===== config.mk =====
export PLATFORM = sky130hd
export DESIGN_NAME = sector_timing
export DESIGN_NICKNAME = d
export VERILOG_FILES = /design/src/common/sector_timing_pkg.sv /design/src/verilog/sector_timing.sv
export VERILOG_INCLUDE_DIRS = /design/src /design/src/common
export SDC_FILE = /design/constraint.sdc
export NUM_CORES = 1
export LEC_CHECK = 0
export BUFFER_PORTS_ARGS = -buffer_cell sky130_fd_sc_hd__buf_2
export CAP_MARGIN = 25
export CORE_UTILIZATION = 50
export CTS_CLUSTER_SIZE = 10
export DETAILED_ROUTE_END_ITERATION = 8
export GPL_TIMING_DRIVEN = 0
export PLACE_DENSITY = 0.86
export REMOVE_ABC_BUFFERS = 1
export SLEW_MARGIN = 40
export SYNTH_ARGS = -nofsm -noshare
export SYNTH_HDL_FRONTEND = slang
export SYNTH_SLANG_ARGS = --single-unit

===== constraint.sdc =====
create_clock -name sys_clk -period 2.8 [get_ports sys_clk]
set_input_delay 0.14 -clock sys_clk [delete_from_list [all_inputs] [get_ports sys_clk]]
set_output_delay 0.14 -clock sys_clk [all_outputs]
set_load 0.02 [all_outputs]

===== src/common/sector_timing_map.svh =====
// Register offsets, field positions and counts of the sector timing core
`ifndef SECTOR_TIMING_MAP_SVH
`define SECTOR_TIMING_MAP_SVH

// ----------------------------------------
// Register byte addresses
// ----------------------------------------
`define ADR_CTRL        8'h00
`define ADR_OFFSET      8'h04
`define ADR_DESIRED     8'h08
`define ADR_STATUS      8'h0c
`define ADR_EVENTS      8'h10

// ----------------------------------------
// Field positions
// ----------------------------------------
`define CTRL_CMD_LSB    0
`define CTRL_FIELD_LSB  4
`define OFS_SHORT_BIT   12
`define ST_MATCH_BIT    8
`define ST_LOCATED_BIT  9
`define ST_HS_EN_BIT    10
`define ST_RD_PATH_BIT  11
`define ST_BYTE_LSB     16
`define EV_EOB_BIT      0
`define EV_SECT_BIT     1

// ----------------------------------------
// Reset values
// ----------------------------------------
`define RST_DESIRED     5'h00
`define RST_SHORT       1'b0

// ----------------------------------------
// Counts
// ----------------------------------------
`define WORD_BITS_16    5'h10
`define WORD_BITS_18    5'h12
`define HDR_WRITE_WORDS 3'h4
`define BYTE_SYNC_A16   10'h01e
`define BYTE_SYNC_A18   10'h024
`define BYTE_SYNC_B16   10'h027
`define BYTE_SYNC_B18   10'h02f
`define BYTE_END16      10'h1ff
`define BYTE_END18      10'h23f
`define EOB_SHIFT_TAP   6
`define DIBITS_22       10'h261
`define DIBITS_20       10'h2a0
`define SECTORS_22      5'h16
`define SECTORS_20      5'h14

`endif


===== src/common/sector_timing_pkg.sv =====
// Types of the sector timing core
package sector_timing_pkg;

	typedef enum logic [2:0] {
		CMD_IDLE,
		CMD_FORMAT,
		CMD_WRITE,
		CMD_READ_HDR,
		CMD_READ
	} cmd_t;

	typedef enum logic [1:0] {
		FIELD_GAP,
		FIELD_HEADER,
		FIELD_DATA
	} field_t;

	typedef struct packed {
		logic [2:0]  lk_sync;
		logic [2:0]  rs_sync;
		logic [2:0]  db_sync;
		logic        wstrobe;
		logic        shift_tick;
		logic [2:0]  bit_cnt;
		logic [4:0]  ring_cnt;
		logic [2:0]  hdr_words;
		logic        word_done;
		logic        hs_enable;
		logic        hs_pulse;
		logic        trail_clr;
		logic        bit0;
		logic        byte_tick;
		logic [9:0]  byte_cnt;
		logic [7:0]  byte_onehot;
		logic [7:0]  eob_sr;
		logic        sync_a;
		logic        sync_b;
		logic        end_cnt;
		logic        eob;
		logic [9:0]  dibit_cnt;
		logic        sect_raw;
		logic        sect_pulse;
		logic [4:0]  sect_cnt;
		logic        match;
		logic        located;
		cmd_t        cmd;
		field_t      field;
		logic        short_fmt;
		logic [4:0]  desired;
		logic        eob_seen;
		logic        sect_seen;
		logic        ack;
		logic [31:0] rdata;
	} state_t;

endpackage


===== src/verilog/sector_timing.sv =====
// Shift clock, word handshake, byte and sector timing core with a Wishbone slave
`timescale 1ns/1ps
`include "sector_timing_map.svh"

// Operation
// RQ1: Shift clock follows read strobe when read path selected, else locked clock.
// RQ2: Read path active for both reads and header part of write data.
// RQ3: Write strobe is the locked clock divided by two.
// RQ4: One handshake pulse per word, gated by the handshake enable flop.
// RQ5: Trailing edge of each handshake pulse clears the enable flop.
// RQ6: Ring counter runs on shift ticks only inside header or data window.
// RQ7: Full word sets word complete, which presets the enable flop.
// RQ8: Bit counter makes byte tick; it advances counter, one-hot and decode.
// RQ9: Bit zero tick marks first bit of each byte for sync insertion.
// RQ10: Byte count cleared at sector start and header and data field start.
// RQ11: One-hot byte register presets bit zero and shifts upward per byte.
// RQ12: Flag byte counts 30/36 and 39/47 for sync bytes.
// RQ13: Count 511/575 ends data; seven byte shifts later end of block.
// RQ14: Write gate allows enable in four format header words, all write data.
// RQ15: Read sector gate allows enable for each data word of reads.
// RQ16: Header read gate presets enable; header pulses only format or read-header.
// RQ17: Sector pulse after 609 di-bits in 22 format, 672 in 20.
// RQ18: Sector pulse once per sector clears byte count, clocks found flop.
// RQ19: Current sector number is five bits wide.
// RQ20: Match asserted when sector count equals desired sector register.
// RQ21: On match at sector pulse found flop sets, enabling header compare.
// RQ22: Offset bit 12 selects 16-bit format, else 18-bit mode.
// RQ23: Word length 16 shifts in 16-bit mode, 18 in 18-bit mode. The code uses 16 shifts for header words in both modes.
// RQ24: Sector counter wraps after 22 or 20 sectors.
// RQ25: Reset clears counters, enable and found flops; no handshake pulse.
module sector_timing (
	// Clock and reset
	input  wire logic        sys_clk,
	input  wire logic        rstn,
	// Wishbone slave
	input  wire logic        wb_cyc_i,
	input  wire logic        wb_stb_i,
	input  wire logic        wb_we_i,
	input  wire logic [7:0]  wb_adr_i,
	input  wire logic [3:0]  wb_sel_i,
	input  wire logic [31:0] wb_dat_i,
	output logic      [31:0] wb_dat_o,
	output logic             wb_ack_o,
	// Drive pins
	input  wire logic        locked_clock_in,
	input  wire logic        read_strobe_in,
	input  wire logic        dibit_pulse_in,
	output logic             write_strobe_out,
	// Controller side timing
	output logic             serial_shift_clock,
	output logic             word_handshake_clock_n,
	output logic             handshake_enable,
	output logic             read_path_select,
	output logic             bit_zero_tick,
	output logic             byte_tick,
	output logic             sync_byte_count_a,
	output logic             sync_byte_count_b,
	output logic             data_field_end_count,
	output logic             end_of_block_tick,
	// Sector position
	output logic             sector_pulse,
	output logic      [4:0]  current_sector_count,
	output logic             sector_match,
	output logic             sector_located
);

	sector_timing_pkg::state_t s;
	sector_timing_pkg::state_t n;

	logic       lk_rise;
	logic       rs_rise;
	logic       db_rise;
	logic       hdr;
	logic       dat;
	logic       window;
	logic       is_read;
	logic       is_wr;
	logic       rd_path;
	logic       write_path_gate;
	logic       read_sector_gate;
	logic       header_read_gate;
	logic       hs_set;
	logic       pulse_pass;
	logic [4:0] word_len;
	logic [9:0] dibit_lim;
	logic [4:0] sect_lim;
	logic       byte_count_clear;
	logic       req;
	logic       wr;
	logic       field_start;
	sector_timing_pkg::field_t new_field;

	// ----------------------------------------
	// Decode of mode and window
	// ----------------------------------------
	// Edges use stages two and three; stage one feeds only stage two
	assign lk_rise = s.lk_sync[1] & ~s.lk_sync[2];
	assign rs_rise = s.rs_sync[1] & ~s.rs_sync[2];
	assign db_rise = s.db_sync[1] & ~s.db_sync[2];

	assign hdr     = (s.field == sector_timing_pkg::FIELD_HEADER);
	assign dat     = (s.field == sector_timing_pkg::FIELD_DATA);
	assign window  = hdr | dat;
	assign is_read = (s.cmd == sector_timing_pkg::CMD_READ_HDR) |
	                 (s.cmd == sector_timing_pkg::CMD_READ);
	assign is_wr   = (s.cmd == sector_timing_pkg::CMD_FORMAT) |
	                 (s.cmd == sector_timing_pkg::CMD_WRITE);
	assign rd_path = is_read | ((s.cmd == sector_timing_pkg::CMD_WRITE) & hdr); // RQ2

	assign write_path_gate  = is_wr & ~rd_path & // RQ14
	                          ((hdr & (s.cmd == sector_timing_pkg::CMD_FORMAT) &
	                            (s.hdr_words < `HDR_WRITE_WORDS)) | dat);
	assign read_sector_gate = is_read & dat; // RQ15
	assign header_read_gate = hdr & (s.cmd != sector_timing_pkg::CMD_FORMAT) &
	                          (s.cmd != sector_timing_pkg::CMD_IDLE); // RQ16
	assign hs_set = s.word_done & (write_path_gate | read_sector_gate | header_read_gate);
	// Header reads still preset the flop so that word pacing stays intact
	assign pulse_pass = ~hdr | (s.cmd == sector_timing_pkg::CMD_FORMAT) |
	                    (s.cmd == sector_timing_pkg::CMD_READ_HDR); // RQ16

	// Header words are always 16 bits wide
	assign word_len  = (hdr | s.short_fmt) ? `WORD_BITS_16 : `WORD_BITS_18; // RQ22 RQ23
	assign dibit_lim = s.short_fmt ? `DIBITS_22 : `DIBITS_20;
	assign sect_lim  = s.short_fmt ? `SECTORS_22 : `SECTORS_20;

	assign req       = wb_cyc_i & wb_stb_i;
	assign wr        = req & wb_we_i & s.ack;
	assign new_field = sector_timing_pkg::field_t'(wb_dat_i[`CTRL_FIELD_LSB +: 2]);
	assign field_start = wr & (wb_adr_i == `ADR_CTRL) & wb_sel_i[0] &
	                     (new_field != s.field) &
	                     ((new_field == sector_timing_pkg::FIELD_HEADER) |
	                      (new_field == sector_timing_pkg::FIELD_DATA));
	assign byte_count_clear = s.sect_pulse | field_start; // RQ10 RQ18

	// ----------------------------------------
	// Next state
	// ----------------------------------------
	always_comb begin
		n = s;
		n.lk_sync = {s.lk_sync[1:0], locked_clock_in};
		n.rs_sync = {s.rs_sync[1:0], read_strobe_in};
		n.db_sync = {s.db_sync[1:0], dibit_pulse_in};

		if (lk_rise) begin
			n.wstrobe = ~s.wstrobe; // RQ3
		end
		n.shift_tick = rd_path ? rs_rise : lk_rise; // RQ1

		// Word pacing
		n.word_done = 1'b0;
		n.trail_clr = 1'b0;
		if (!window) begin
			n.ring_cnt = 5'h00;
		end else if (s.shift_tick) begin
			if (s.ring_cnt == word_len - 5'h01) begin // RQ6 RQ23
				n.ring_cnt  = 5'h00;
				n.word_done = 1'b1; // RQ7
			end else begin
				n.ring_cnt = s.ring_cnt + 5'h01;
			end
		end
		if (s.word_done && hdr && s.hdr_words != 3'h7) begin
			n.hdr_words = s.hdr_words + 3'h1;
		end
		if (field_start) begin
			n.hdr_words = 3'h0;
		end
		if (s.shift_tick) begin
			if (s.hs_pulse) begin
				n.hs_pulse  = 1'b0;
				n.trail_clr = 1'b1; // RQ5
			end else if (s.hs_enable && !s.trail_clr) begin
				n.hs_pulse = 1'b1; // RQ4
			end
		end
		// Preset beats the trailing clear so a new word is never lost
		if (hs_set) begin
			n.hs_enable = 1'b1; // RQ7
		end else if (s.trail_clr) begin
			n.hs_enable = 1'b0; // RQ5
		end

		// Byte timing
		n.bit0      = s.shift_tick & (s.bit_cnt == 3'h0); // RQ9
		n.byte_tick = s.shift_tick & (s.bit_cnt == 3'h7); // RQ8
		n.sync_a    = 1'b0;
		n.sync_b    = 1'b0;
		n.end_cnt   = 1'b0;
		n.eob       = 1'b0;
		if (s.shift_tick) begin
			n.bit_cnt = s.bit_cnt + 3'h1;
		end
		if (s.byte_tick) begin
			n.byte_cnt    = s.byte_cnt + 10'h001; // RQ8
			n.byte_onehot = {s.byte_onehot[6:0], 1'b0}; // RQ11
			n.sync_a  = s.byte_cnt == (s.short_fmt ? `BYTE_SYNC_A16 : `BYTE_SYNC_A18); // RQ12
			n.sync_b  = s.byte_cnt == (s.short_fmt ? `BYTE_SYNC_B16 : `BYTE_SYNC_B18); // RQ12
			n.end_cnt = s.byte_cnt == (s.short_fmt ? `BYTE_END16 : `BYTE_END18); // RQ13
			n.eob_sr  = {s.eob_sr[6:0], n.end_cnt};
			n.eob     = s.eob_sr[`EOB_SHIFT_TAP]; // RQ13
		end
		if (byte_count_clear) begin
			n.bit_cnt     = 3'h0;
			n.byte_cnt    = 10'h000; // RQ10
			n.byte_onehot = 8'h01; // RQ11
			n.eob_sr      = 8'h00;
		end

		// Sector position
		n.sect_raw   = 1'b0;
		n.sect_pulse = s.sect_raw;
		if (db_rise) begin
			if (s.dibit_cnt >= dibit_lim - 10'h001) begin // RQ17
				n.dibit_cnt = 10'h000;
				n.sect_raw  = 1'b1;
			end else begin
				n.dibit_cnt = s.dibit_cnt + 10'h001;
			end
		end
		if (s.sect_raw) begin
			// Also recovers if the format shrinks mid-track
			n.sect_cnt = (s.sect_cnt >= sect_lim - 5'h01) ? 5'h00 : s.sect_cnt + 5'h01; // RQ24
		end
		n.match = (s.sect_cnt == s.desired); // RQ20
		if (s.sect_pulse) begin
			n.located = (s.sect_cnt == s.desired); // RQ21
		end

		// Register bus
		n.ack = req & ~s.ack;
		if (req && !s.ack) begin
			n.rdata = 32'h0000_0000;
			unique case (wb_adr_i)
				`ADR_CTRL: begin
					n.rdata[`CTRL_CMD_LSB +: 3]   = s.cmd;
					n.rdata[`CTRL_FIELD_LSB +: 2] = s.field;
				end
				`ADR_OFFSET:  n.rdata[`OFS_SHORT_BIT] = s.short_fmt;
				`ADR_DESIRED: n.rdata[4:0] = s.desired;
				`ADR_STATUS: begin
					n.rdata[4:0]                = s.sect_cnt;
					n.rdata[`ST_MATCH_BIT]      = s.match;
					n.rdata[`ST_LOCATED_BIT]    = s.located;
					n.rdata[`ST_HS_EN_BIT]      = s.hs_enable;
					n.rdata[`ST_RD_PATH_BIT]    = rd_path;
					n.rdata[`ST_BYTE_LSB +: 10] = s.byte_cnt;
				end
				`ADR_EVENTS: begin
					n.rdata[`EV_EOB_BIT]  = s.eob_seen;
					n.rdata[`EV_SECT_BIT] = s.sect_seen;
				end
				default: n.rdata = 32'h0000_0000;
			endcase
		end
		if (wr && wb_adr_i == `ADR_CTRL && wb_sel_i[0]) begin
			n.cmd   = sector_timing_pkg::cmd_t'(wb_dat_i[`CTRL_CMD_LSB +: 3]);
			n.field = new_field;
		end
		if (wr && wb_adr_i == `ADR_OFFSET && wb_sel_i[1]) begin
			n.short_fmt = wb_dat_i[`OFS_SHORT_BIT]; // RQ22
		end
		if (wr && wb_adr_i == `ADR_DESIRED && wb_sel_i[0]) begin
			n.desired = wb_dat_i[4:0];
		end
		// Write one to clear; a new event in the same cycle wins
		if (wr && wb_adr_i == `ADR_EVENTS && wb_sel_i[0]) begin
			if (wb_dat_i[`EV_EOB_BIT]) begin
				n.eob_seen = 1'b0;
			end
			if (wb_dat_i[`EV_SECT_BIT]) begin
				n.sect_seen = 1'b0;
			end
		end
		if (s.eob) begin
			n.eob_seen = 1'b1;
		end
		if (s.sect_pulse) begin
			n.sect_seen = 1'b1;
		end
	end

	// ----------------------------------------
	// State register
	// ----------------------------------------
	always_ff @(posedge sys_clk or negedge rstn) begin
		if (!rstn) begin
			s             <= '0; // RQ25
			s.field       <= sector_timing_pkg::FIELD_GAP;
			s.cmd         <= sector_timing_pkg::CMD_IDLE;
			s.byte_onehot <= 8'h01;
			s.desired     <= `RST_DESIRED;
			s.short_fmt   <= `RST_SHORT;
			// Count and desired both reset to zero, so they already match
			s.match       <= 1'b1;
		end else begin
			s <= n;
		end
	end

	// ----------------------------------------
	// Outputs
	// ----------------------------------------
	assign wb_dat_o               = s.rdata;
	assign wb_ack_o               = s.ack;
	assign write_strobe_out       = s.wstrobe;
	assign serial_shift_clock     = s.shift_tick;
	assign word_handshake_clock_n = ~(s.hs_pulse & pulse_pass); // RQ4 RQ16
	assign handshake_enable       = s.hs_enable;
	assign read_path_select       = rd_path;
	assign bit_zero_tick          = s.bit0;
	assign byte_tick              = s.byte_tick;
	assign sync_byte_count_a      = s.sync_a;
	assign sync_byte_count_b      = s.sync_b;
	assign data_field_end_count   = s.end_cnt;
	assign end_of_block_tick      = s.eob;
	assign sector_pulse           = s.sect_pulse;
	assign current_sector_count   = s.sect_cnt; // RQ19
	assign sector_match           = s.match;
	assign sector_located         = s.located;
endmodule

==> run metrics, run 1 <==
status=completed; DIE WIDTH=103.6 µm; Crit path arrival time=about 2700 ps; Worst EP required=3020 ps; Routability Congestion=0.8959; antenna violations before repair=0; largest net degree at the start of global routing=60; Async SR Flop Fraction=1.000; row count=36; DRC viols=0; total CTS buffers=9; vias in the first global route=3569; Initial Util=0.5230; I/O pins=104; fillers=806; Pre-Repair DR Iteration Count=5; post-synth top area share=0.4948; Logic pwr share=0.162; Commonest cells post-synth=dfrtp_1 (102), nor2_1 (42), buf_4 (39); number of synthesized register bits=roughly 100; clock share of power=0.288; post-synthesis xor/xnor area fraction=0.03905; mean area per synthesized cell=between 10 and 15 µm²; Hold WC Path Type=primary input to flip-flop; Core Area=a little under 10000 µm²; sequential-to-total area share from yosys stat=0.4999; Die Y-Extent=103.6 µm; crit-path max FO=13; post-synthesis mux area share=0.06355; RSZ-0062 raised after global routing=no; Final Non-Filler Cells=657; Worst Hold Depth=2; Fmax achieved=412.8 MHz; power per cell area=596.1 nW/µm²; layout cells sized above 1=0.1985; Placed Instances=635; antenna viol nets, final=0; All-Layer GR Usage=0.1990; Final Slew Violations=0; CTS clock-pin slew for the worst setup and hold paths=110 ps; Worst-Margin Slew=just under 700 ps; number of synthesized flops with an enable pin=0; CP endpoint kind=flip-flop; Switching Power=between 1 and 1.5 mW; most frequent cell after synthesis=dfrtp_1; post-synth top area cell=dfrtp_1; Sw Share=0.3055; internal power=around 2.3 mW; peak supply drop=324.8 µV; r2r worst-path depth=7; total negative slack=0 ps; CTS H-tree depth=3; first-pass GRT wire length=~17000 µm; # clock sinks=103; simple-gate share of the synthesized area=0.1543; Clock Latency Late Sink=370 ps; total leakage power=2.709 nW; die area=10730 µm²; largest family of logic cells by synthesized area=simple AND/OR/NAND/NOR gates; synth-to-layout area growth=9.120%; Fin. Hold Viols=0; register area=2580 µm²; CTS tree=built; Most used DFF post-synth=dfrtp_1; synth warn=0; Syn Inst Count=about 480; nets@finish=592; Setup-failing EPs final=0; mapped cell area=5159 µm²; kind of critical path=flip-flop to flip-flop; clk root buf=clkbuf_8; Critical Path Source Type=flip-flop; Vias/cell=5.600; # diodes=0; multi-input logic area=2182 µm²; Synth Area in Adders=0.05093; initial DRC count=235; Max-Cap Viols=0; Compound-Gate Fraction of Synth Area=0.1072; hpwl dp=between 7000 and 8000 µm; WL final=around 10000 µm; post-route minimum period=approximately 2400 ps; Yosys cell types=56; largest cells by area after synthesis=dfrtp_1 (49%), buf_4 (5.7%), ha_1 (5.1%), mux2i_1 (3.3%), mux2_2 (3.1%); routed len/inst=15.26 µm; share of power burned in registers=0.550; clock skew=13.06 ps; GR Overflow Total=0; Vias=between 3000 and 4000; IO buf count=65; fin crit share=0.8652; Max transition margin=0.5327; clk buf depth=2
## cells in the final DEF (no fill, tap or decap), types with 3 or more instances in the layout
master,instances
nor4_1,4
clkbuf_8,9
buf_2,64
a21oi_1,13
xor2_1,8
nand2b_1,14
mux2_2,14
dlygate4sd3_1,6
nor2b_1,6
a21o_1,3
o21ai_0,19
o2111ai_1,3
a22o_1,16
a31oi_1,4
nor3_1,8
nand3_1,15
nand2_1,27
ha_1,21
and2_1,5
xnor2_1,15
nor2_1,42
nand4b_1,3
inv_1,17
dfrtp_1,101
o31ai_1,4
mux2i_1,17
and3_1,3
conb_1,11
nand4_1,6
## stage by stage
stage	setup WS (ps)	util	cell area (µm²)	hold WS [ps]	total power [mW]
final	377.4	0.5706	5629	35.70	3.356
after global routing	150.3	0.5706	5629	18.90	3.552
after CTS	51.89	0.5705	5628	11.44	3.389
after detailed placement	100.1	0.5427	5354	55.49	2.398
after global placement	197.7	0.5389	5316	248.0	2.341
after floorplan	799.1	-	4825	-155.6	2.200
## routing by layer
metal | GRT usage | share of wire
met5 | 0 | 0
met3 | 0.04657 | 0.050
met2 | 0.3337 | 0.50
met1 | 0.2619 | 0.44
met4 | 0.04658 | 0.0081
## critical path: stages, from the launching register on
cell and delay [ps]:
dfrtp_2 570, inv_1 260, ha_1 340, nand2b_1 100, a21oi_1 60, o221a_2 320
o21ai_1 430, o21ai_0 180
## cell type report
type / instances / share of cell area
multi-input cells: 316 / 0.3876
clock buffers: 9 / 0.02200
clock inverters: 7 / 0.01600
repair buffers: 72 / 0.07513
flip-flops and latches: 103 / 0.4583
well taps: 133 / 0.02956
inverters: 17 / 0.01134
## path summary, 6_finish.rpt
check	start	slack (ps)	end
max	s[40]$_DFFE_PN0P_	380	s[56]$_DFFE_PN0P_
min in group asynchronous	rstn	240	wb_dat_o[23]$_DFFE_PN0P_
max in group asynchronous	rstn	1960	n[118]$_DFF_PN0_
min	wb_dat_i[2]	40	s[37]$_DFFE_PN0P_
min reg2reg	n[118]$_DFF_PN0_	360	n[119]$_DFF_PN0_
max reg2reg	s[40]$_DFFE_PN0P_	380	s[56]$_DFFE_PN0P_
## flip-flops by register name, summed over array words and instances (netlist names), 5 cells and up
| register | cells |
|---|---|
| s | 57 |
| wb_dat_o | 21 |
| n | 7 |
| current_sector_count | 5 |
## what timing repair did
item / 4_1_cts / 5_1_grt
endpoints found under the setup margin: 0 / 9
setup buffers: 0 / 0
hold buffers: 6 / 0
gates resized for setup: 0 / 1
hold endpoints to repair: 49 / 0
## power by group through the flow
stage | logic, mW | clock network [mW] | registers [mW]
2_1_floorplan | 0.366 | 0 | 1.83
3_3_place_gp | 0.487 | 0 | 1.85
3_5_place_dp | 0.529 | 0 | 1.87
4_1_cts | 0.548 | 0.997 | 1.84
5_1_grt | 0.623 | 1.06 | 1.87
6_report | 0.543 | 0.966 | 1.85
## cells by family (layout without fill, tap and decap cells)
kind of cell / Yosys count / in the layout
other cells: 1 / 11
xor+xnor: 23 / 23
compound gates: 80 / 80
mux: 31 / 31
flops: 103 / 103
buf+inv: 73 / 105
simple gates: 150 / 150
fa+ha+maj: 21 / 21
No activity file was read; power rests on OpenSTA's default activity.
==> run 2: changes to the inputs <==
Settings changed: MAX_ROUTING_LAYER set to met4.
==> run 2 against run 1 <==
Against the previous run:
- largest cell class unchanged
- critical path type unchanged
- critical path depth unchanged
- clock power about the same
- final area unchanged
- utilization unchanged
- count of clock-buffer cells in the layout unchanged
- die area unchanged
- sequential share of layout area unchanged
- register-to-register slack got worse by 20 ps
- worst setup slack got worse by 16 ps
- routed wire length about the same
- first-iteration DRC count decreased by 0.85%
- clock skew increased by 1.4 ps
==> run metrics, run 2 (synthesis results as in run 1) <==
status=completed; Worst EP required=3020 ps; total CTS buffers=9; WL final=10020 µm; synth-to-layout area growth=9.120%; Switching Power=1.024 mW; share of power burned in registers=0.551; Max-Cap Viols=0; largest net degree at the start of global routing=60; max incr delay on CP=570 ps; CP endpoint kind=flip-flop; nets@finish=592; Die Y-Extent=103.6 µm; CP Buf/Inv Count=1; RSZ-0062 raised after global routing=no; Core Area=9864 µm²; DIE WIDTH=just over 100 µm; clock skew=14.48 ps; clock share of power=0.288; setup bufs post-CTS=0; post-route minimum period=2438 ps; row count=36; CTS H-tree depth=3; first-pass GRT wire length=17210 µm; Fin. Hold Viols=0; Pre-Repair DR Iteration Count=4; layout cells sized above 1=0.1985; total leakage power=2.709 nW; vias in the first global route=3576; Critical Path Slowest Stage Cell=dfrtp_2; routed len/inst=15.25 µm; Vias/cell=roughly 5.6; CP top delay family=compound AO/OA/AOI/OAI gates; Crit path arrival time=2660 ps; crit path cell chain=inv_1 -> ha_1 -> nand2b_1 -> a21oi_1 -> o221a_2 -> o21ai_1 -> o21ai_0; antenna viol nets, final=0; Critical Path Source Type=flip-flop; Worst-Margin Slew=~690 ps; internal power=about 2.3 mW; peak supply drop=324.2 µV; antenna violations before repair=0; Final Slew Violations=0; # diodes=0; I/O pins=104; die area=between 10000 and 15000 µm²; IO buf count=65; WHS=42.61 ps; max reg flops=57; Logic pwr share=0.162; All-Layer GR Usage=0.2046; fin util=0.5706; GR Overflow Total=0; kind of critical path=flip-flop to flip-flop; clk root buf=clkbuf_8; Initial Util=0.5230; Max transition margin=0.5375; Clock Latency Late Sink=between 300 and 400 ps; Setup-failing EPs final=0; Routability Congestion=0.9111; largest reg by FF count=s; commonest non-fill, non-tap cell in the layout=dfrtp_1; Vias=roughly 3700; Hold WC Path Type=primary input to flip-flop; power per cell area=595.9 nW/µm²; Sw Share=0.3052; initial DRC count=233; DRC viols=0; clk buf depth=2; total negative slack=0 ps; crit-path max FO=13; CTS tree=built; commonest cells after routing, fill and taps aside=dfrtp_1 (101), buf_2 (64), nor2_1 (42), nand2_1 (27), ha_1 (21); # clock sinks=103; hpwl dp=7069 µm; fin crit share=0.8709; CTS clock-pin slew for the worst setup and hold paths=between 100 and 150 ps; Fmax achieved=410.1 MHz
run 2: cell counts in the layout (fill, tap and decap cells not counted):
No cell type changed its count.
run 2: final cells by class:
| type | count | area, µm² |
|---|---|---|
| clock inverters | 7 | 90.09 |
| inverters | 17 | 63.81 |
| well taps | 133 | 166.4 |
| flip-flops and latches | 103 | 2580 |
| fillers | 806 | 4235 |
| clock buffers | 9 | 123.9 |
| repair buffers | 72 | 422.9 |
| multi-input cells | 316 | 2182 |
run 2: metrics by stage:
stage / instances / power (mW) / setup slack [ps] / instance area [µm²]
after detailed placement: 635 / 2.398 / 100.1 / 5354
after CTS: 657 / 3.389 / 51.89 / 5628
after global routing: 657 / 3.552 / 150.3 / 5629
after floorplan: 436 / 2.200 / 799.1 / 4825
after global placement: 634 / 2.341 / 197.7 / 5316
final: 657 / 3.354 / 361.5 / 5629
run 2: worst register-to-register path, stage by stage (launching register included):
cell	delay, ps
dfrtp_2	570
inv_1	290
ha_1	350
nand2b_1	100
a21oi_1	60
o221a_2	320
o21ai_1	420
o21ai_0	180
run 2: layer usage:
metal	GRT usage	routed length, µm	part of all wire
met1	0.2615	4401	0.44
met4	0.04658	45	0.0045
met3	0.04531	526	0.052
met2	0.3341	5047	0.50
met5	-	0	0
run 2: timing repair:
| action | CTS | global route |
|---|---|---|
| setup endpoints to repair | 0 | 9 |
| hold endpoints to repair | 49 | 0 |
| hold buffers | 6 | 0 |
| gates resized for setup | 0 | 1 |
run 2: worst paths after layout:
kind / start / to / slack (ps) / cells past startpoint
min in group asynchronous: rstn / wb_dat_o[23]$_DFFE_PN0P_ / 250 / 2
worst min register to register: n[118]$_DFF_PN0_ / n[119]$_DFF_PN0_ / 360 / 0
max in group asynchronous: rstn / n[118]$_DFF_PN0_ / 1950 / 3
worst max register to register: s[40]$_DFFE_PN0P_ / s[56]$_DFFE_PN0P_ / 360 / 7
worst min-delay path: wb_dat_i[2] / s[37]$_DFFE_PN0P_ / 40 / 2
worst max-delay path: s[40]$_DFFE_PN0P_ / s[56]$_DFFE_PN0P_ / 360 / 7
run 2: power groups by stage:
stage	Clock, mW	Combinational (mW)	Sequential, mW
final	0.965	0.542	1.85
after global routing	1.06	0.623	1.87
after CTS	0.997	0.548	1.84
after detailed placement	0	0.529	1.87
after global placement	0	0.487	1.85
after floorplan	0	0.366	1.83
